File: config.mk
export PLATFORM = sky130hd
export DESIGN_NAME = pfmux_top
export DESIGN_NICKNAME = d
export VERILOG_FILES = /design/src/pkg/pfmux_pkg.sv /design/src/pkg/pfmux_pin_if.sv /design/src/core/pfmux_sync.sv /design/src/core/pfmux_top.sv
export VERILOG_INCLUDE_DIRS = /design/src /design/src/pkg
export SDC_FILE = /design/constraint.sdc
export NUM_CORES = 1
export LEC_CHECK = 0
export BUFFER_PORTS_ARGS = -buffer_cell sky130_fd_sc_hd__buf_2
export CAP_MARGIN = 20
export CORE_ASPECT_RATIO = 0.9
export CORE_MARGIN = 10
export CORE_UTILIZATION = 35
export CTS_BUF_LIST = sky130_fd_sc_hd__clkbuf_4
export DETAILED_ROUTE_END_ITERATION = 6
export GPL_TIMING_DRIVEN = 0
export PLACE_DENSITY = 0.6
export SLEW_MARGIN = 40
export SYNTH_ARGS = -nofsm -noshare
export SYNTH_HDL_FRONTEND = slang
export SYNTH_SLANG_ARGS = --single-unit
File: constraint.sdc
create_clock -name aclk -period 5.3 [get_ports aclk]
set_input_delay 0.265 -clock aclk [delete_from_list [all_inputs] [get_ports aclk]]
set_output_delay 0.265 -clock aclk [all_outputs]
set_load 0.02 [all_outputs]
File: src/pkg/pfmux_consts.svh
/*
  Offsets, field positions, reset values and thresholds of the
  port pin function multiplexer.
  Assumes AXI4-Lite byte addressing, one 32-bit word per register.
*/
// Summary of operation
// - P1.0/P1.1 digital only while their analog buffer disable bit is 0
// - P1.0 drives timer output 0, feeds capture 0A; P1.1 drives MCLK, 0B
// - P1.2-P1.5 become segments 31-28 at count 05h; P1.6/P1.7 27/26 at 04h
// - P1.2 timer out 1/capture 1A, P1.3 supervisor, P1.4 low, P1.5 ACLK
// - P1.6/P1.7 direction from serial unit, carrying SPI data both ways
// - P2.0/P2.1 become segments 25/24 at count 04h, port below it
// - P2.0 timer out 2/capture 2A; P2.1 serial clock, serial direction
// - Seven byte registers per port from index 020h and 028h
`ifndef PFMUX_CONSTS_SVH
`define PFMUX_CONSTS_SVH

`define PF_IDX_P1_IN      6'h20
`define PF_IDX_P1_OUT     6'h21
`define PF_IDX_P1_DIR     6'h22
`define PF_IDX_P1_FLAG    6'h23
`define PF_IDX_P1_IES     6'h24
`define PF_IDX_P1_IE      6'h25
`define PF_IDX_P1_SEL     6'h26
`define PF_IDX_P2_IN      6'h28
`define PF_IDX_P2_OUT     6'h29
`define PF_IDX_P2_DIR     6'h2a
`define PF_IDX_P2_FLAG    6'h2b
`define PF_IDX_P2_IES     6'h2c
`define PF_IDX_P2_IE      6'h2d
`define PF_IDX_P2_SEL     6'h2e
`define PF_IDX_ABD        6'h30
`define PF_IDX_LCD_CNT    6'h31

`define PF_IDX_LSB        2
`define PF_IDX_MSB        7

`define PF_RST_BYTE       8'h00
`define PF_RST_PAIR       2'h0
`define PF_LCD_LOW_THR    8'h05
`define PF_LCD_HIGH_THR   8'h04
`define PF_MODDIR_MASK    10'h2c0
`define PF_RESP_OKAY      2'h0
`define PF_RESP_SLVERR    2'h2

`endif

File: src/pkg/pfmux_pkg.sv
/*
  Types of the port pin function multiplexer.
  Assumes the constants header is included by every user.
*/
package pfmux_pkg;
    typedef struct packed {
        logic       aw_held, w_held, awready, wready, arready;
        logic       bvalid, rvalid;
        logic [1:0] bresp, rresp;
        logic [5:0] aw_idx;
        logic [7:0] wbyte;
        logic       wlane;
        logic [7:0] rdata;
        logic [7:0] p1_out, p1_dir, p1_flag, p1_ies, p1_ie, p1_sel;
        logic [1:0] p2_out, p2_dir, p2_flag, p2_ies, p2_ie, p2_sel;
        logic [1:0] abd;
        logic [7:0] lcd_cnt;
        logic [9:0] pad_out, pad_oe;
        logic [7:0] seg_own;
        logic [7:0] to_periph;
        logic       irq;
    } pfmux_state_t;
endpackage : pfmux_pkg

File: src/pkg/pfmux_pin_if.sv
/*
  Carrier for filtered pin levels and edge pulses.
  Assumes both ends run on the same clock.
*/
`timescale 1ns/1ps
interface pfmux_pin_if #(parameter int N = 10);
    logic [N-1:0] level;
    logic [N-1:0] rise;
    logic [N-1:0] fall;
    modport src  (output level, rise, fall);
    modport sink (input  level, rise, fall);
endinterface : pfmux_pin_if

File: src/core/pfmux_sync.sv
/*
  Three-stage pin synchroniser with agreement filter and edge pulses.
  Assumes pad inputs are asynchronous to aclk.
*/
`timescale 1ns/1ps
module pfmux_sync
    import pfmux_pkg::*;
#(
    parameter int N = 10
) (
    input  wire logic         aclk,
    input  wire logic         aresetn,
    input  wire logic [N-1:0] pad_in,
    pfmux_pin_if.src          pins
);

    typedef struct packed {
        logic [N-1:0] s1, s2, s3, level, rise, fall;
    } pfmux_sync_t;

    pfmux_sync_t sync_reg;
    pfmux_sync_t sync_next;

    ////////////////////////////////////////////////////////////////////
    always_comb begin
        sync_next    = sync_reg;
        sync_next.s1 = pad_in;
        sync_next.s2 = sync_reg.s1;
        sync_next.s3 = sync_reg.s2;
        // Only agreeing late stages count, so one glitch is dropped
        for (int i = 0; i < N; i++) begin
            if (sync_reg.s2[i] == sync_reg.s3[i]) begin
                sync_next.level[i] = sync_reg.s2[i];
            end
        end
        sync_next.rise = sync_next.level & ~sync_reg.level;
        sync_next.fall = ~sync_next.level & sync_reg.level;
    end

    always_ff @(posedge aclk) begin
        if (!aresetn) begin
            sync_reg <= '0;
        end else begin
            sync_reg <= sync_next;
        end
    end

    assign pins.level = sync_reg.level;
    assign pins.rise  = sync_reg.rise;
    assign pins.fall  = sync_reg.fall;
endmodule : pfmux_sync

File: src/core/pfmux_top.sv
/*
  Port 1 / port 2 pin function multiplexer with AXI4-Lite registers.
  Assumes peripheral signals are already on aclk; pads are not.
*/
`timescale 1ns/1ps
`include "pfmux_consts.svh"
module pfmux_top
    import pfmux_pkg::*;
(
    input  wire logic        aclk,
    input  wire logic        aresetn,
    input  wire logic        s_axi_awvalid,
    output logic             s_axi_awready,
    input  wire logic [31:0] s_axi_awaddr,
    input  wire logic [2:0]  s_axi_awprot,
    input  wire logic        s_axi_wvalid,
    output logic             s_axi_wready,
    input  wire logic [31:0] s_axi_wdata,
    input  wire logic [3:0]  s_axi_wstrb,
    output logic             s_axi_bvalid,
    input  wire logic        s_axi_bready,
    output logic [1:0]       s_axi_bresp,
    input  wire logic        s_axi_arvalid,
    output logic             s_axi_arready,
    input  wire logic [31:0] s_axi_araddr,
    input  wire logic [2:0]  s_axi_arprot,
    output logic             s_axi_rvalid,
    input  wire logic        s_axi_rready,
    output logic [31:0]      s_axi_rdata,
    output logic [1:0]       s_axi_rresp,
    input  wire logic [9:0]  pad_in,
    output logic [9:0]       pad_out,
    output logic [9:0]       pad_oe,
    input  wire logic        timer_out0,
    input  wire logic        timer_out1,
    input  wire logic        timer_out2,
    input  wire logic        mclk_in,
    input  wire logic        aclk_in,
    input  wire logic        supply_supervisor_flag_out,
    input  wire logic        spi_mosi_out,
    input  wire logic        spi_mosi_dir_ctrl,
    input  wire logic        spi_miso_out,
    input  wire logic        spi_miso_dir_ctrl,
    input  wire logic        serial_clock_out,
    input  wire logic        serial_clock_dir_ctrl,
    output logic             capture_in_0a,
    output logic             capture_in_0b,
    output logic             capture_in_1a,
    output logic             capture_in_2a,
    output logic             timer_ext_clock_in,
    output logic             spi_master_out_line,
    output logic             spi_master_in_line,
    output logic             serial_clock_line,
    output logic [7:0]       lcd_segment_owned,
    output logic             irq
);

    ////////////////////////////////////////////////////////////////////
    // Pad synchroniser

    pfmux_pin_if #(.N(10)) pins ();

    pfmux_sync #(
        .N      (10)
    ) u_sync (
        .aclk    (aclk),
        .aresetn (aresetn),
        .pad_in  (pad_in),
        .pins    (pins)
    );

    ////////////////////////////////////////////////////////////////////
    // Register decode

    function automatic logic reg_hit(input logic [5:0] idx);
        case (idx)
            `PF_IDX_P1_IN, `PF_IDX_P1_OUT, `PF_IDX_P1_DIR,
            `PF_IDX_P1_FLAG, `PF_IDX_P1_IES, `PF_IDX_P1_IE,
            `PF_IDX_P1_SEL, `PF_IDX_P2_IN, `PF_IDX_P2_OUT,
            `PF_IDX_P2_DIR, `PF_IDX_P2_FLAG, `PF_IDX_P2_IES,
            `PF_IDX_P2_IE, `PF_IDX_P2_SEL, `PF_IDX_ABD,
            `PF_IDX_LCD_CNT: reg_hit = 1'b1;
            default:         reg_hit = 1'b0;
        endcase
    endfunction : reg_hit

    function automatic logic [5:0] idx_of(input logic [31:0] addr);
        idx_of = addr[`PF_IDX_MSB:`PF_IDX_LSB];
    endfunction : idx_of

    ////////////////////////////////////////////////////////////////////
    // State

    pfmux_state_t st_reg;
    pfmux_state_t st_next;

    logic [9:0] dig_en;
    logic [9:0] sel_all;
    logic [9:0] dir_all;
    logic [9:0] out_all;
    logic [9:0] mod_out;
    logic [9:0] mod_dir;
    logic [9:0] pin_lvl;
    logic [9:0] flag_set;
    logic [9:0] ies_all;
    logic       do_write;
    logic [5:0] ar_idx;
    logic [7:0] rd_byte;

    ////////////////////////////////////////////////////////////////////
    // Pin routing

    always_comb begin
        // Analog disable cuts the digital path of the first two pins
        dig_en[0] = ~st_reg.abd[0];
        dig_en[1] = ~st_reg.abd[1];

        // Segment ownership shared by the count thresholds
        for (int i = 2; i < 6; i++) begin
            dig_en[i] = st_reg.lcd_cnt < `PF_LCD_LOW_THR;
        end
        dig_en[6] = st_reg.lcd_cnt < `PF_LCD_HIGH_THR;
        dig_en[7] = st_reg.lcd_cnt < `PF_LCD_HIGH_THR;

        dig_en[8] = st_reg.lcd_cnt < `PF_LCD_HIGH_THR;
        dig_en[9] = st_reg.lcd_cnt < `PF_LCD_HIGH_THR;

        sel_all = {st_reg.p2_sel, st_reg.p1_sel};
        dir_all = {st_reg.p2_dir, st_reg.p1_dir};
        out_all = {st_reg.p2_out, st_reg.p1_out};
        ies_all = {st_reg.p2_ies, st_reg.p1_ies};

        mod_out[0] = timer_out0;
        mod_out[1] = mclk_in;
        mod_out[2] = timer_out1;
        mod_out[3] = supply_supervisor_flag_out;
        mod_out[4] = 1'b0;
        mod_out[5] = aclk_in;
        mod_out[6] = spi_mosi_out;
        mod_out[7] = spi_miso_out;

        mod_out[8] = timer_out2;
        mod_out[9] = serial_clock_out;

        mod_dir    = dir_all;
        mod_dir[6] = spi_mosi_dir_ctrl;
        mod_dir[7] = spi_miso_dir_ctrl;
        mod_dir[9] = serial_clock_dir_ctrl;

        // Disconnected pins read low and raise no edge
        pin_lvl = pins.level & dig_en;

        for (int i = 0; i < 10; i++) begin
            flag_set[i] = dig_en[i] & (ies_all[i] ? pins.fall[i]
                                                  : pins.rise[i]);
        end
    end

    ////////////////////////////////////////////////////////////////////
    // Register read data

    assign ar_idx = idx_of(s_axi_araddr);

    always_comb begin
        case (ar_idx)
            `PF_IDX_P1_IN:   rd_byte = pin_lvl[7:0];
            `PF_IDX_P1_OUT:  rd_byte = st_reg.p1_out;
            `PF_IDX_P1_DIR:  rd_byte = st_reg.p1_dir;
            `PF_IDX_P1_FLAG: rd_byte = st_reg.p1_flag;
            `PF_IDX_P1_IES:  rd_byte = st_reg.p1_ies;
            `PF_IDX_P1_IE:   rd_byte = st_reg.p1_ie;
            `PF_IDX_P1_SEL:  rd_byte = st_reg.p1_sel;

            `PF_IDX_P2_IN:   rd_byte = {6'h00, pin_lvl[9:8]};
            `PF_IDX_P2_OUT:  rd_byte = {6'h00, st_reg.p2_out};
            `PF_IDX_P2_DIR:  rd_byte = {6'h00, st_reg.p2_dir};
            `PF_IDX_P2_FLAG: rd_byte = {6'h00, st_reg.p2_flag};
            `PF_IDX_P2_IES:  rd_byte = {6'h00, st_reg.p2_ies};
            `PF_IDX_P2_IE:   rd_byte = {6'h00, st_reg.p2_ie};
            `PF_IDX_P2_SEL:  rd_byte = {6'h00, st_reg.p2_sel};

            `PF_IDX_ABD:     rd_byte = {6'h00, st_reg.abd};
            `PF_IDX_LCD_CNT: rd_byte = st_reg.lcd_cnt;
            default:         rd_byte = 8'h00;
        endcase
    end

    ////////////////////////////////////////////////////////////////////
    // Next state

    assign do_write = st_reg.aw_held & st_reg.w_held & ~st_reg.bvalid;

    always_comb begin
        st_next = st_reg;

        // Write address and data are caught in either order
        if (s_axi_awvalid && st_reg.awready) begin
            st_next.aw_held = 1'b1;
            st_next.aw_idx  = idx_of(s_axi_awaddr);
        end

        if (s_axi_wvalid && st_reg.wready) begin
            st_next.w_held = 1'b1;
            st_next.wbyte  = s_axi_wdata[7:0];
            st_next.wlane  = s_axi_wstrb[0];
        end

        if (st_reg.bvalid && s_axi_bready) begin
            st_next.bvalid = 1'b0;
        end

        if (do_write) begin
            st_next.aw_held = 1'b0;
            st_next.w_held  = 1'b0;
            st_next.bvalid  = 1'b1;
            st_next.bresp   = reg_hit(st_reg.aw_idx) ? `PF_RESP_OKAY
                                                     : `PF_RESP_SLVERR;
        end

        // Register stores; flags are write-one-to-clear
        if (do_write && st_reg.wlane) begin
            case (st_reg.aw_idx)
                `PF_IDX_P1_OUT:  st_next.p1_out = st_reg.wbyte;
                `PF_IDX_P1_DIR:  st_next.p1_dir = st_reg.wbyte;
                `PF_IDX_P1_FLAG: st_next.p1_flag = st_reg.p1_flag
                                                   & ~st_reg.wbyte;
                `PF_IDX_P1_IES:  st_next.p1_ies = st_reg.wbyte;
                `PF_IDX_P1_IE:   st_next.p1_ie  = st_reg.wbyte;
                `PF_IDX_P1_SEL:  st_next.p1_sel = st_reg.wbyte;

                `PF_IDX_P2_OUT:  st_next.p2_out = st_reg.wbyte[1:0];
                `PF_IDX_P2_DIR:  st_next.p2_dir = st_reg.wbyte[1:0];
                `PF_IDX_P2_FLAG: st_next.p2_flag = st_reg.p2_flag
                                                   & ~st_reg.wbyte[1:0];
                `PF_IDX_P2_IES:  st_next.p2_ies = st_reg.wbyte[1:0];
                `PF_IDX_P2_IE:   st_next.p2_ie  = st_reg.wbyte[1:0];
                `PF_IDX_P2_SEL:  st_next.p2_sel = st_reg.wbyte[1:0];

                `PF_IDX_ABD:     st_next.abd    = st_reg.wbyte[1:0];
                `PF_IDX_LCD_CNT: st_next.lcd_cnt = st_reg.wbyte;
                default:         st_next.lcd_cnt = st_reg.lcd_cnt;
            endcase
        end

        // Hardware set beats a same-cycle clear
        st_next.p1_flag = st_next.p1_flag | flag_set[7:0];
        st_next.p2_flag = st_next.p2_flag | flag_set[9:8];

        // Read channel: one outstanding read
        if (st_reg.rvalid && s_axi_rready) begin
            st_next.rvalid = 1'b0;
        end

        if (s_axi_arvalid && st_reg.arready) begin
            st_next.rvalid = 1'b1;
            st_next.rdata  = rd_byte;
            st_next.rresp  = reg_hit(ar_idx) ? `PF_RESP_OKAY
                                             : `PF_RESP_SLVERR;
        end

        st_next.awready = ~st_next.aw_held & ~st_next.bvalid;
        st_next.wready  = ~st_next.w_held & ~st_next.bvalid;
        st_next.arready = ~st_next.rvalid;

        // Pad drive; a disabled pin floats
        for (int i = 0; i < 10; i++) begin
            if (!dig_en[i]) begin
                st_next.pad_oe[i]  = 1'b0;
                st_next.pad_out[i] = 1'b0;
            end else if (sel_all[i]) begin
                st_next.pad_oe[i]  = mod_dir[i];
                st_next.pad_out[i] = mod_out[i];
            end else begin
                st_next.pad_oe[i]  = dir_all[i];
                st_next.pad_out[i] = out_all[i];
            end
        end

        // Segment 24+k owned by the LCD when the pin is not a port
        st_next.seg_own = {~dig_en[2], ~dig_en[3], ~dig_en[4],
                           ~dig_en[5], ~dig_en[6], ~dig_en[7],
                           ~dig_en[8], ~dig_en[9]};

        // Peripheral inputs only see the pin under function select
        st_next.to_periph[0] = sel_all[0] & pin_lvl[0];
        st_next.to_periph[1] = sel_all[1] & pin_lvl[1];
        st_next.to_periph[2] = sel_all[2] & pin_lvl[2];
        st_next.to_periph[3] = sel_all[8] & pin_lvl[8];
        st_next.to_periph[4] = sel_all[5] & pin_lvl[5];
        st_next.to_periph[5] = sel_all[6] & pin_lvl[6];
        st_next.to_periph[6] = sel_all[7] & pin_lvl[7];
        st_next.to_periph[7] = sel_all[9] & pin_lvl[9];

        st_next.irq = |({st_next.p2_flag, st_next.p1_flag}
                        & {st_next.p2_ie, st_next.p1_ie});
    end

    ////////////////////////////////////////////////////////////////////
    // Registers

    always_ff @(posedge aclk) begin
        if (!aresetn) begin
            st_reg         <= '0;
            st_reg.awready <= 1'b1;
            st_reg.wready  <= 1'b1;
            st_reg.arready <= 1'b1;
            st_reg.p1_out  <= `PF_RST_BYTE;
            st_reg.p1_sel  <= `PF_RST_BYTE;
            st_reg.p2_sel  <= `PF_RST_PAIR;
        end else begin
            st_reg <= st_next;
        end
    end

    ////////////////////////////////////////////////////////////////////
    // Outputs, all from flip-flops

    assign s_axi_awready      = st_reg.awready;
    assign s_axi_wready       = st_reg.wready;
    assign s_axi_bvalid       = st_reg.bvalid;
    assign s_axi_bresp        = st_reg.bresp;
    assign s_axi_arready      = st_reg.arready;
    assign s_axi_rvalid       = st_reg.rvalid;
    assign s_axi_rdata        = {24'h000000, st_reg.rdata};
    assign s_axi_rresp        = st_reg.rresp;

    assign pad_out            = st_reg.pad_out;
    assign pad_oe             = st_reg.pad_oe;

    assign capture_in_0a      = st_reg.to_periph[0];
    assign capture_in_0b      = st_reg.to_periph[1];
    assign capture_in_1a      = st_reg.to_periph[2];
    assign capture_in_2a      = st_reg.to_periph[3];
    assign timer_ext_clock_in = st_reg.to_periph[4];
    assign spi_master_out_line = st_reg.to_periph[5];
    assign spi_master_in_line = st_reg.to_periph[6];
    assign serial_clock_line  = st_reg.to_periph[7];

    assign lcd_segment_owned  = st_reg.seg_own;
    assign irq                = st_reg.irq;

endmodule : pfmux_top

==> results of run 1 <==
-- report_power, final --
part	leakage [nW]	internal [mW]	total, mW	switching [mW]
combinational	2.31	0.0867	0.218	0.132
sequential	1.57	1.48	1.50	0.0182
clock	0.153	0.291	0.787	0.496
total	4.04	1.86	2.51	0.646
-- cell usage in the layout, fill, tap and decap left out, types with 8 or more instances in the layout --
master         count
a21oi_1           44
dfxtp_1          194
inv_1              8
clkbuf_1          31
buf_2            100
dlygate4sd3_1     41
mux2_2             9
mux2i_1           78
nor3_1            28
conb_1            26
clkbuf_4          19
nand2_1           86
a22oi_1           24
and2_1            41
nor2_1           102
buf_4             65
and3_1            15
nand3_1           12
o21ai_0           21
-- final timing paths --
kind / from / endpoint / slack (ns) / cells past startpoint
worst max-delay path: st_reg[129] / irq / 2.60 / 6
worst min-delay path: s_axi_awaddr[6] / st_reg[128] / 0.04 / 4
worst max register to register: st_reg[129] / irq / 2.60 / 6
worst min register to register: u_sync.sync_reg[38] / u_sync.pins.fall[8] / 0.41 / 1
-- final cells by class --
type	instances	area, µm²
well taps	291	364
repair buffers	139	901
flip-flops and latches	194	3880
multi-input cells	559	3390
plain buffers	102	649
clock buffers	19	143
clock inverters	13	134
fillers	2209	12300
inverters	8	30.0
diodes	1	2.50
-- routing by layer --
layer / share of wire (%) / track usage, % / vias to the layer above
met5: 0 / 0 / -
met2: 42 / 22.0 / 233
li1: - / - / 3164
met3: 7.4 / 3.78 / 16
met1: 49 / 20.9 / 2977
met4: 1.1 / 3.94 / 0
-- what timing repair did --
action                                  4_1_cts  5_1_grt
hold buffers                                 41        0
endpoints found under the setup margin        0        0
endpoints found under the hold margin        39        0
-- worst reg2reg max path, cell delays in order (launching register included) --
cell,delay (ns)
dfxtp_1,0.40
or2b_2,0.37
or3_2,0.49
nor2_1,0.22
mux2_2,0.37
a22o_1,0.25
o41a_1,0.47
-- stage by stage --
| step | cells | cell area [µm²] | util, % |
|---|---|---|---|
| 6_report | 1326 | 9500 | 43.5 |
| 5_1_grt | 1326 | 9500 | 43.5 |
| 3_5_place_dp | 1252 | 8800 | 40.3 |
| 3_3_place_gp | 1252 | 8780 | 40.2 |
| 4_1_cts | 1325 | 9490 | 43.5 |
| 2_1_floorplan | 863 | 7920 | - |
-- kinds of logic (layout without fill, tap and decap cells) --
group | after synthesis | after routing | share of synthesized area (%)
flip-flops | 194 | 194 | 49.6
multiplexers | 88 | 88 | 11.6
AO/OA/AOI/OAI | 114 | 114 | 9.00
other | 1 | 27 | 0.0479
buffers and inverters | 110 | 281 | 8.68
AND/OR/NAND/NOR | 331 | 331 | 21.1
==> results.md, run 1 <==
* Max cap viols at 0
* Syn avg cell area at 9.34 µm²
* Die Ht at 162 µm
* IO Pins at around 210
* Final hold vios at 0
* Initial Util at 35.9%
* HP Class: input pin to flip-flop
* Max-slew violation count at 0
* Post-synth top area cell: dfxtp_1
* Pleak at 4.04 nW
* Antenna violations before repair at 1
* Post-synth ARST share at 0%
* Drt wl/cell at 16.5 µm
* # clock sinks at between 150 and 200
* Total setup buffers inserted after CTS at 0
* Min setup slack post-route at 2.60 ns
* Max reg flops at 47
* Pre-antenna DRT Iters at 5
* Total track usage at 14.8%
* First-pass GRT wire length at 33600 µm
* CP top delay family: simple AND/OR/NAND/NOR gates
* CP Cell Sequence: or2b_2 -> or3_2 -> nor2_1 -> mux2_2 -> a22o_1 -> o41a_1
* Total length of routed wires at 21900 µm
* Clock buffer depth at 2
* Arr. time, crit path at 3.15 ns
* CP max stage cell: or3_2
* PnR Total Power at 2.51 mW
* Post-detail-place hpwl at 16400 µm
* Tmin final at 2.70 ns
* Crit path kind: flip-flop to flip-flop
* PD cells at between 200 and 300 nW/µm²
* Num CTS Buffers at 17
* Relative slew margins at 45.8%
* Clock Skews at between 0.02 and 0.025 ns
* DR vias at 6390
* Worst VDD drop at 0.000158 V
* Pre-CTS setup slack at 2.66 ns
* Synth Register Bits at between 150 and 200
* Post-synth top cells: dfxtp_1 (194), nor2_1 (102), nand2_1 (86), mux2i_1 (78), buf_4 (65)
* Top-area cell type share of the netlist area at 49.6%
* Cts repair resizes at 0
* Final hold slack at 0.0409 ns
* Yosys warns at 0
* Seq/Total Area, Yosys at 49.6%
* Mapped Area at ~8000 µm²
* # DRC at 0
* Crit share post-route at 50.9%
* Sum Neg Setup Slack at 0 ns
* Core Rows at slightly above 50
* Final nets at 1156
* CTS tree: built
* Layout cells sized above 1 at 21.6%
* Top FF cell, synth: dfxtp_1
* Number of synthesized flops with an enable pin at 0
* Yosys cell types at 58
* Critical Path Start Type: flip-flop
* Die ar. at 28800 µm²
* IO buf count at 98
* Worst skew pair latency at around 0.58 ns
* Gate Count Post-Synth at ~840
* Status: completed
* CP Data Required Time at 5.75 ns
* Worst Tran Pin Value at 0.807 ns
* Sum of buffers and inverters on the critical path at 0
* Synth area leaders: dfxtp_1 (50%), mux2i_1 (10%), buf_4 (6.2%), nor2_1 (4.9%), nand2_1 (4.1%)
* P&R area growth vs syn at 21.4%
* Top-count cell post-synth: dfxtp_1
* Vias in the first global route at 5991
* RSZ-0062 raised after global routing: no
* Worst Setup End Kind: flip-flop
* Max Fclk at 371 MHz
* Worst-path fanout max at 5
* Initial DRC count at between 400 and 500
* CTS H-tree depth at 4
* Reg clk slew, reported paths at 0.16 ns
* Die W at 178 µm
* DR vias/cell at 4.82
* Clock root buffer: clkbuf_4
* Final setup vio count at 0
* Pin count of the biggest net entering global routing at 17
* GPL Wtd Cong at just over 0.9
* Antenna Nets Post-Route at 0
* Slowest stage delay, CP at 0.49 ns
* Core Area at around 22000 µm²
* Overflow after GRT at 0
(Power assumes the default switching activity.)
==> run 2: changes to the inputs <==
- ABC_AREA: not set -> 1
- clock period: 5.3 -> 2.5 ns (I/O delays scaled with it)
==> run 2 against run 1 <==
Effect of this change: the flow now finishes with violations (DRC); clock-buffer cell count fell by 1; setup slack got worse by 2.1 ns; critical endpoint unchanged; global-route usage rose by 1.4 points; maximum frequency rose by 34%; clock skew fell by 0.0097 ns; routed wire length rose by 12%; cell count rose by 17%; sequential share of layout area fell by 1.4 points; total power rose by 120%; via count rose by 11%.
==> results.md, run 2 <==
* Die ar. at 29600 µm²
* Max cap viols at 0
* Num CTS Buffers at 17
* Antenna violations before repair at 1
* Max reg flops at 47
* FF-to-FF Start: st_reg[42]
* Worst Setup End Kind: flip-flop
* Die W at 180 µm
* Total length of routed wires at about 25000 µm
* Reg clk slew, reported paths at around 0.16 ns
* Tmin final at 2.02 ns
* CTS tree: built
* FILL cells at ~2400
* Hold path start: s_axi_awvalid
* Most frequent cells in the layout: nand2_1 (225), dfxtp_1 (194), inv_1 (124)
* Yosys warns at 0
* RR Endpoint: irq
* Core Rows at 52
* Top FF cell, synth: dfxtp_1
* Critical Path Start Type: flip-flop
* Gate Count Post-Synth at 1044
* Overflow after GRT at 0
* CTS H-tree depth at 4
* Clock buffer depth at 2
* Placed Cells at between 1000 and 1500
* Vias in the first global route at a little under 7000
* GPL Wtd Cong at 0.926
* First-pass GRT wire length at approximately 38000 µm
* Clock Skews at about 0.014 ns
* Initial DRC count at 603
* Pre-CTS setup slack at 0.548 ns
* # clock sinks at 194
* Max-slew violation count at 0
* HP Class: input pin to flip-flop
* Total track usage at ~16%
* Max Fclk at 495 MHz
* Critical path origin: st_reg[42]
* Worst VDD drop at 0.000280 V
* Cts repair resizes at 0
* Post-layout util at between 40% and 50%
* Core Area at 22600 µm²
* Die Ht at around 160 µm
* Top-area cell type share of the netlist area at 48.0%
* CP Data Required Time at 2.95 ns
* Mapped Area at 8100 µm²
* WHS Path Cells at 3
* R2R Setup Slk at 0.48 ns
* P&R area growth vs syn at 21.3%
* Pleak at about 4.6 nW
* Clock root buffer: clkbuf_4
* Yosys cell types at 40
* Crit share post-route at between 80% and 90%
* Worst-path fanout max at 10
* Worst skew pair latency at ~0.58 ns
* Design area at 9830 µm²
* Post-synth top area cell: dfxtp_1
* Final std cells w/o fill at 1546
* RSZ-0062 raised after global routing: no
* Top-count cell post-synth: nand2_1
* Post-synth ARST share at 0%
* Worst Hold End: st_reg[125]
* R2r worst-path depth at 11
* Final hold vios at 0
* # DRC at 9
* Post-synth top cells: nand2_1 (225), dfxtp_1 (194), inv_1 (124), nor2_1 (100), a21oi_1 (94)
* Pre-antenna DRT Iters at 7
* Synth Register Bits at 194
* Final nets at around 1400
* Arr. time, crit path at around 2.5 ns
* Seq/Total Area, Yosys at 48.0%
* Antenna Nets Post-Route at 0
* Sum Neg Setup Slack at 0 ns
* DP Area at 9060 µm²
* Drt wl/cell at 15.9 µm
* Total setup buffers inserted after CTS at 0
* Min setup slack post-route at 0.481 ns
* PD cells at approximately 560 nW/µm²
* Pin count of the biggest net entering global routing at 17
* Synth area leaders: dfxtp_1 (48%), nand2_1 (10%), buf_4 (6.1%), a21oi_1 (5.8%), inv_1 (5.7%)
* Final setup vio count at 0
* Failing checks: DRC
* Syn avg cell area at 7.76 µm²
* Initial Util at 35.8%
* Crit path kind: flip-flop to flip-flop
* IO Pins at 213
* Worst Tran Pin Value at 0.790 ns
* IO buf count at 100
* DR vias at 7110
* Number of synthesized flops with an enable pin at 0
* Relative slew margins at 47.3%
* Status: complete, but fails checks
* Hold buffer count at cts at 46
* Most common cell after layout, fill and taps aside: nand2_1
* Post-detail-place hpwl at 18300 µm
* Final hold slack at ~0.052 ns
* DR vias/cell at 4.60
* Layout cells sized above 1 at 19.9%
* PnR Total Power at 5.50 mW
## run 2: cell count changes after synthesis, sizes merged, moves of 13 or more
| cell | before | now |
|---|---|---|
| inv | 8 | 131 |
| nand3 | 12 | 34 |
| and3 | 15 | 2 |
| nor3 | 34 | 15 |
| o21ai | 21 | 68 |
| nand2 | 86 | 228 |
| a21oi | 44 | 95 |
| a22oi | 24 | 0 |
| a211oi | 2 | 25 |
| and2 | 41 | 0 |
| mux2i | 78 | 1 |
## run 2: worst max-delay path: stages, from the launching register on
cell     delay [ns]
dfxtp_1        0.41
inv_1          0.05
nand2_1        0.06
nor2_1         0.05
nand2_1        0.41
inv_1          0.25
nand2_1        0.17
nand2_1        0.07
nand2_1        0.10
nand3_1        0.08
nor2_1         0.12
a21oi_1        0.11
## run 2: worst max path at each step
stage,to,slack (ns),cells after the start
after detailed placement,irq,0.55,11
final,irq,0.48,11
after global placement,irq,0.58,11
after global routing,st_reg[127],0.34,5
after CTS,st_reg[127],0.50,5
after floorplan,irq,0.95,11
## run 2: where the power goes
group | switching [mW] | internal [mW] | leakage (nW)
Sequential | 0.0401 | 3.15 | 1.57
Combinational | 0.328 | 0.174 | 2.86
Clock | 1.10 | 0.701 | 0.152
Total | 1.47 | 4.03 | 4.58
## run 2: cell families after synthesis
| kind of cell | count (synthesis) | synth area share, % |
|---|---|---|
| AND/OR/NAND/NOR | 418 | 23.0 |
| multiplexers | 6 | 0.819 |
| buffers and inverters | 225 | 14.1 |
| adder cells (fa/ha/maj) | 4 | 0.494 |
| flip-flops | 194 | 48.0 |
| AO/OA/AOI/OAI | 196 | 13.6 |
| other | 1 | 0.0463 |
## run 2: metal layers
metal,wire (µm),GRT usage (%)
met2,10600,24.8
met1,11600,22.1
met5,0,0
met3,1900,4.31
met4,553,5.18
## run 2: area by class of cell
type	count	area, µm²	share of cell area [%]
Sequential cell	194	3880	39.5
Multi-Input combinational cell	650	3170	32.3
Timing Repair Buffer	146	961	9.78
Buffer	94	648	6.60
Inverter	131	492	5.00
Tap cell	297	372	3.78
Clock inverter	14	160	1.63
Clock buffer	18	135	1.38
Antenna cell	2	5.00	0.0509
==> run 3: changes to the inputs <==
- PLACE_DENSITY: 0.6 -> 0.62
- clock period: 2.5 -> 1.7 ns (I/O delays scaled with it)
==> run 3 against run 2 <==
Effect of this change: the run ends with setup timing left; sequential power rose by 48%; first-iteration DRC count rose by 20%; routed wire length rose by 0.92%; via count rose by 2.9%; flip-flop and latch count did not move; worst hold slack got worse by 0.017 ns; clock skew rose by 0.0047 ns; critical path type unchanged; critical endpoint is now out_all[6]; largest cell class unchanged; highest routed layer unchanged.
==> results.md, run 3 (synthesis gave the netlist of run 2 again) <==
* Min setup slack post-route at -0.0392 ns
* Hold path start: s_axi_wvalid
* Drt wl/cell at 15.8 µm
* Vias in the first global route at 7006
* Most common cell after layout, fill and taps aside: nand2_1
* Pleak at 4.82 nW
* Tmin final at 1.74 ns
* Num CTS Buffers at 17
* Max-slew violation count at 0
* HP Class: input pin to flip-flop
* Worst VDD drop at 0.000495 V
* Total length of routed wires at 24800 µm
* RSZ-0062 raised after global routing: yes
* Crit path kind: flip-flop to flip-flop
* Max cap viols at 0
* Highest Signal Layer: met4
* Die ar. at 29600 µm²
* Worst Setup End Kind: flip-flop
* Total track usage at approximately 16%
* Met1 WL at 11300 µm
* Antenna violations before repair at 1
* Pre-antenna DRT Iters at 5
* Critical Path Start Type: flip-flop
* Final hold vios at 0
* Final setup vio count at 8
* Layout cells sized above 1 at between 20% and 30%
* Reg clk slew, reported paths at roughly 0.15 ns
* Most frequent cells in the layout: nand2_1 (220), dfxtp_1 (186), inv_1 (121)
* Failing checks: setup timing
* First-pass GRT wire length at 37700 µm
* CP Data Required Time at 2.20 ns
* Max Fclk at roughly 570 MHz
* Post-detail-place hpwl at 18100 µm
* PD cells at 800 nW/µm²
* DR vias/cell at ~4.7
* Pin count of the biggest net entering global routing at 17
* # DRC at 0
* CTS tree: built
* DR vias at 7314
* Critical path origin: s_axi_bvalid
* FF-to-FF Start: s_axi_bvalid
* # clock sinks at 194
* Die Ht at 164 µm
* Arr. time, crit path at 2.24 ns
* Relative slew margins at approximately two fifths
* WL met2 at 11000 µm
* Worst Tran Pin Value at just over 0.9 ns
* FILL cells at 2265
* P&R area growth vs syn at 29.1%
* Clock buffer depth at 2
* Antenna Nets Post-Route at 0
* Clock root buffer: clkbuf_4
* Worst skew pair latency at 0.59 ns
* Final hold slack at 0.0350 ns
* Sum Neg Setup Slack at -0.130 ns
* Worst-path fanout max at 10
* GPL Wtd Cong at just over 0.9
* CTS H-tree depth at 4
* Status: complete, but fails checks
* Initial Util at 35.8%
* Final nets at approximately 1400
* Max reg flops at 47
* Crit share post-route at 102%
* Core Area at 22600 µm²
* Die W at approximately 180 µm
* Initial DRC count at 725
* Met3 wire length at 2090 µm
* IO buf count at 100
* IO Pins at 213
* Clock Skews at between 0.015 and 0.02 ns
* Core Rows at 52
* Overflow after GRT at 0
-- run 3: per-stage QoR --
stage | instances | util, % | worst slack (ns) | power (mW) | area, µm²
4_1_cts | 1552 | 44.1 | -0.0447 | 8.37 | 9980
2_1_floorplan | 1069 | - | 0.153 | 5.20 | 8190
6_report | 1571 | 46.2 | -0.0392 | 8.37 | 10500
3_3_place_gp | 1466 | 40.0 | -0.216 | 5.44 | 9060
3_5_place_dp | 1466 | 40.0 | -0.192 | 5.44 | 9060
5_1_grt | 1571 | 46.2 | -0.133 | 8.69 | 10500
-- run 3: power by group --
group	internal, mW	switching, mW
logic	0.275	0.513
registers	4.64	0.0677
clock network	1.31	1.56
total	6.22	2.14
-- run 3: critical path, stage by stage, from the launching register on --
cell	delay, ns
dfxtp_2	0.35
inv_2	0.07
nand3_4	0.09
nor2_4	0.18
clkinvlp_4	0.16
buf_12	0.16
nor3_4	0.25
buf_6	0.21
nor2_2	0.05
a211oi_2	0.15
-- run 3: area by class of cell --
type	count	area, µm²	area share (%)
Antenna cell	1	2.50	0.0239
Buffer	93	662	6.33
Clock buffer	17	128	1.22
Clock inverter	14	213	2.03
Inverter	131	495	4.74
Multi-Input combinational cell	650	3390	32.4
Sequential cell	194	3890	37.2
Tap cell	297	372	3.55
Timing Repair Buffer	174	1300	12.5
-- run 3: what timing repair did --
| item | CTS | global route |
|---|---|---|
| pin swaps | 5 | 22 |
| gates resized for setup | 7 | 97 |
| gates cloned | 0 | 4 |
| hold buffers | 47 | 1 |
| setup buffers | 8 | 14 |
| endpoints found under the setup margin | 42 | 60 |
| hold endpoints to repair | 52 | 1 |
-- run 3: worst paths after layout --
| kind | end | slack, ns | depth (start not counted) |
|---|---|---|---|
| worst max-delay path | out_all[6] | -0.04 | 9 |
| worst min-delay path | st_reg[139] | 0.03 | 3 |
| worst max register to register | out_all[6] | -0.04 | 9 |
| worst min register to register | s_axi_bresp[1] | 0.43 | 1 |
-- run 3: layer usage --
layer  track usage (%)  vias up
met2              25.5      282
met3              4.42       39
met5                 0        -
met1              21.1     3291
li1                  -     3702
met4              4.21        0
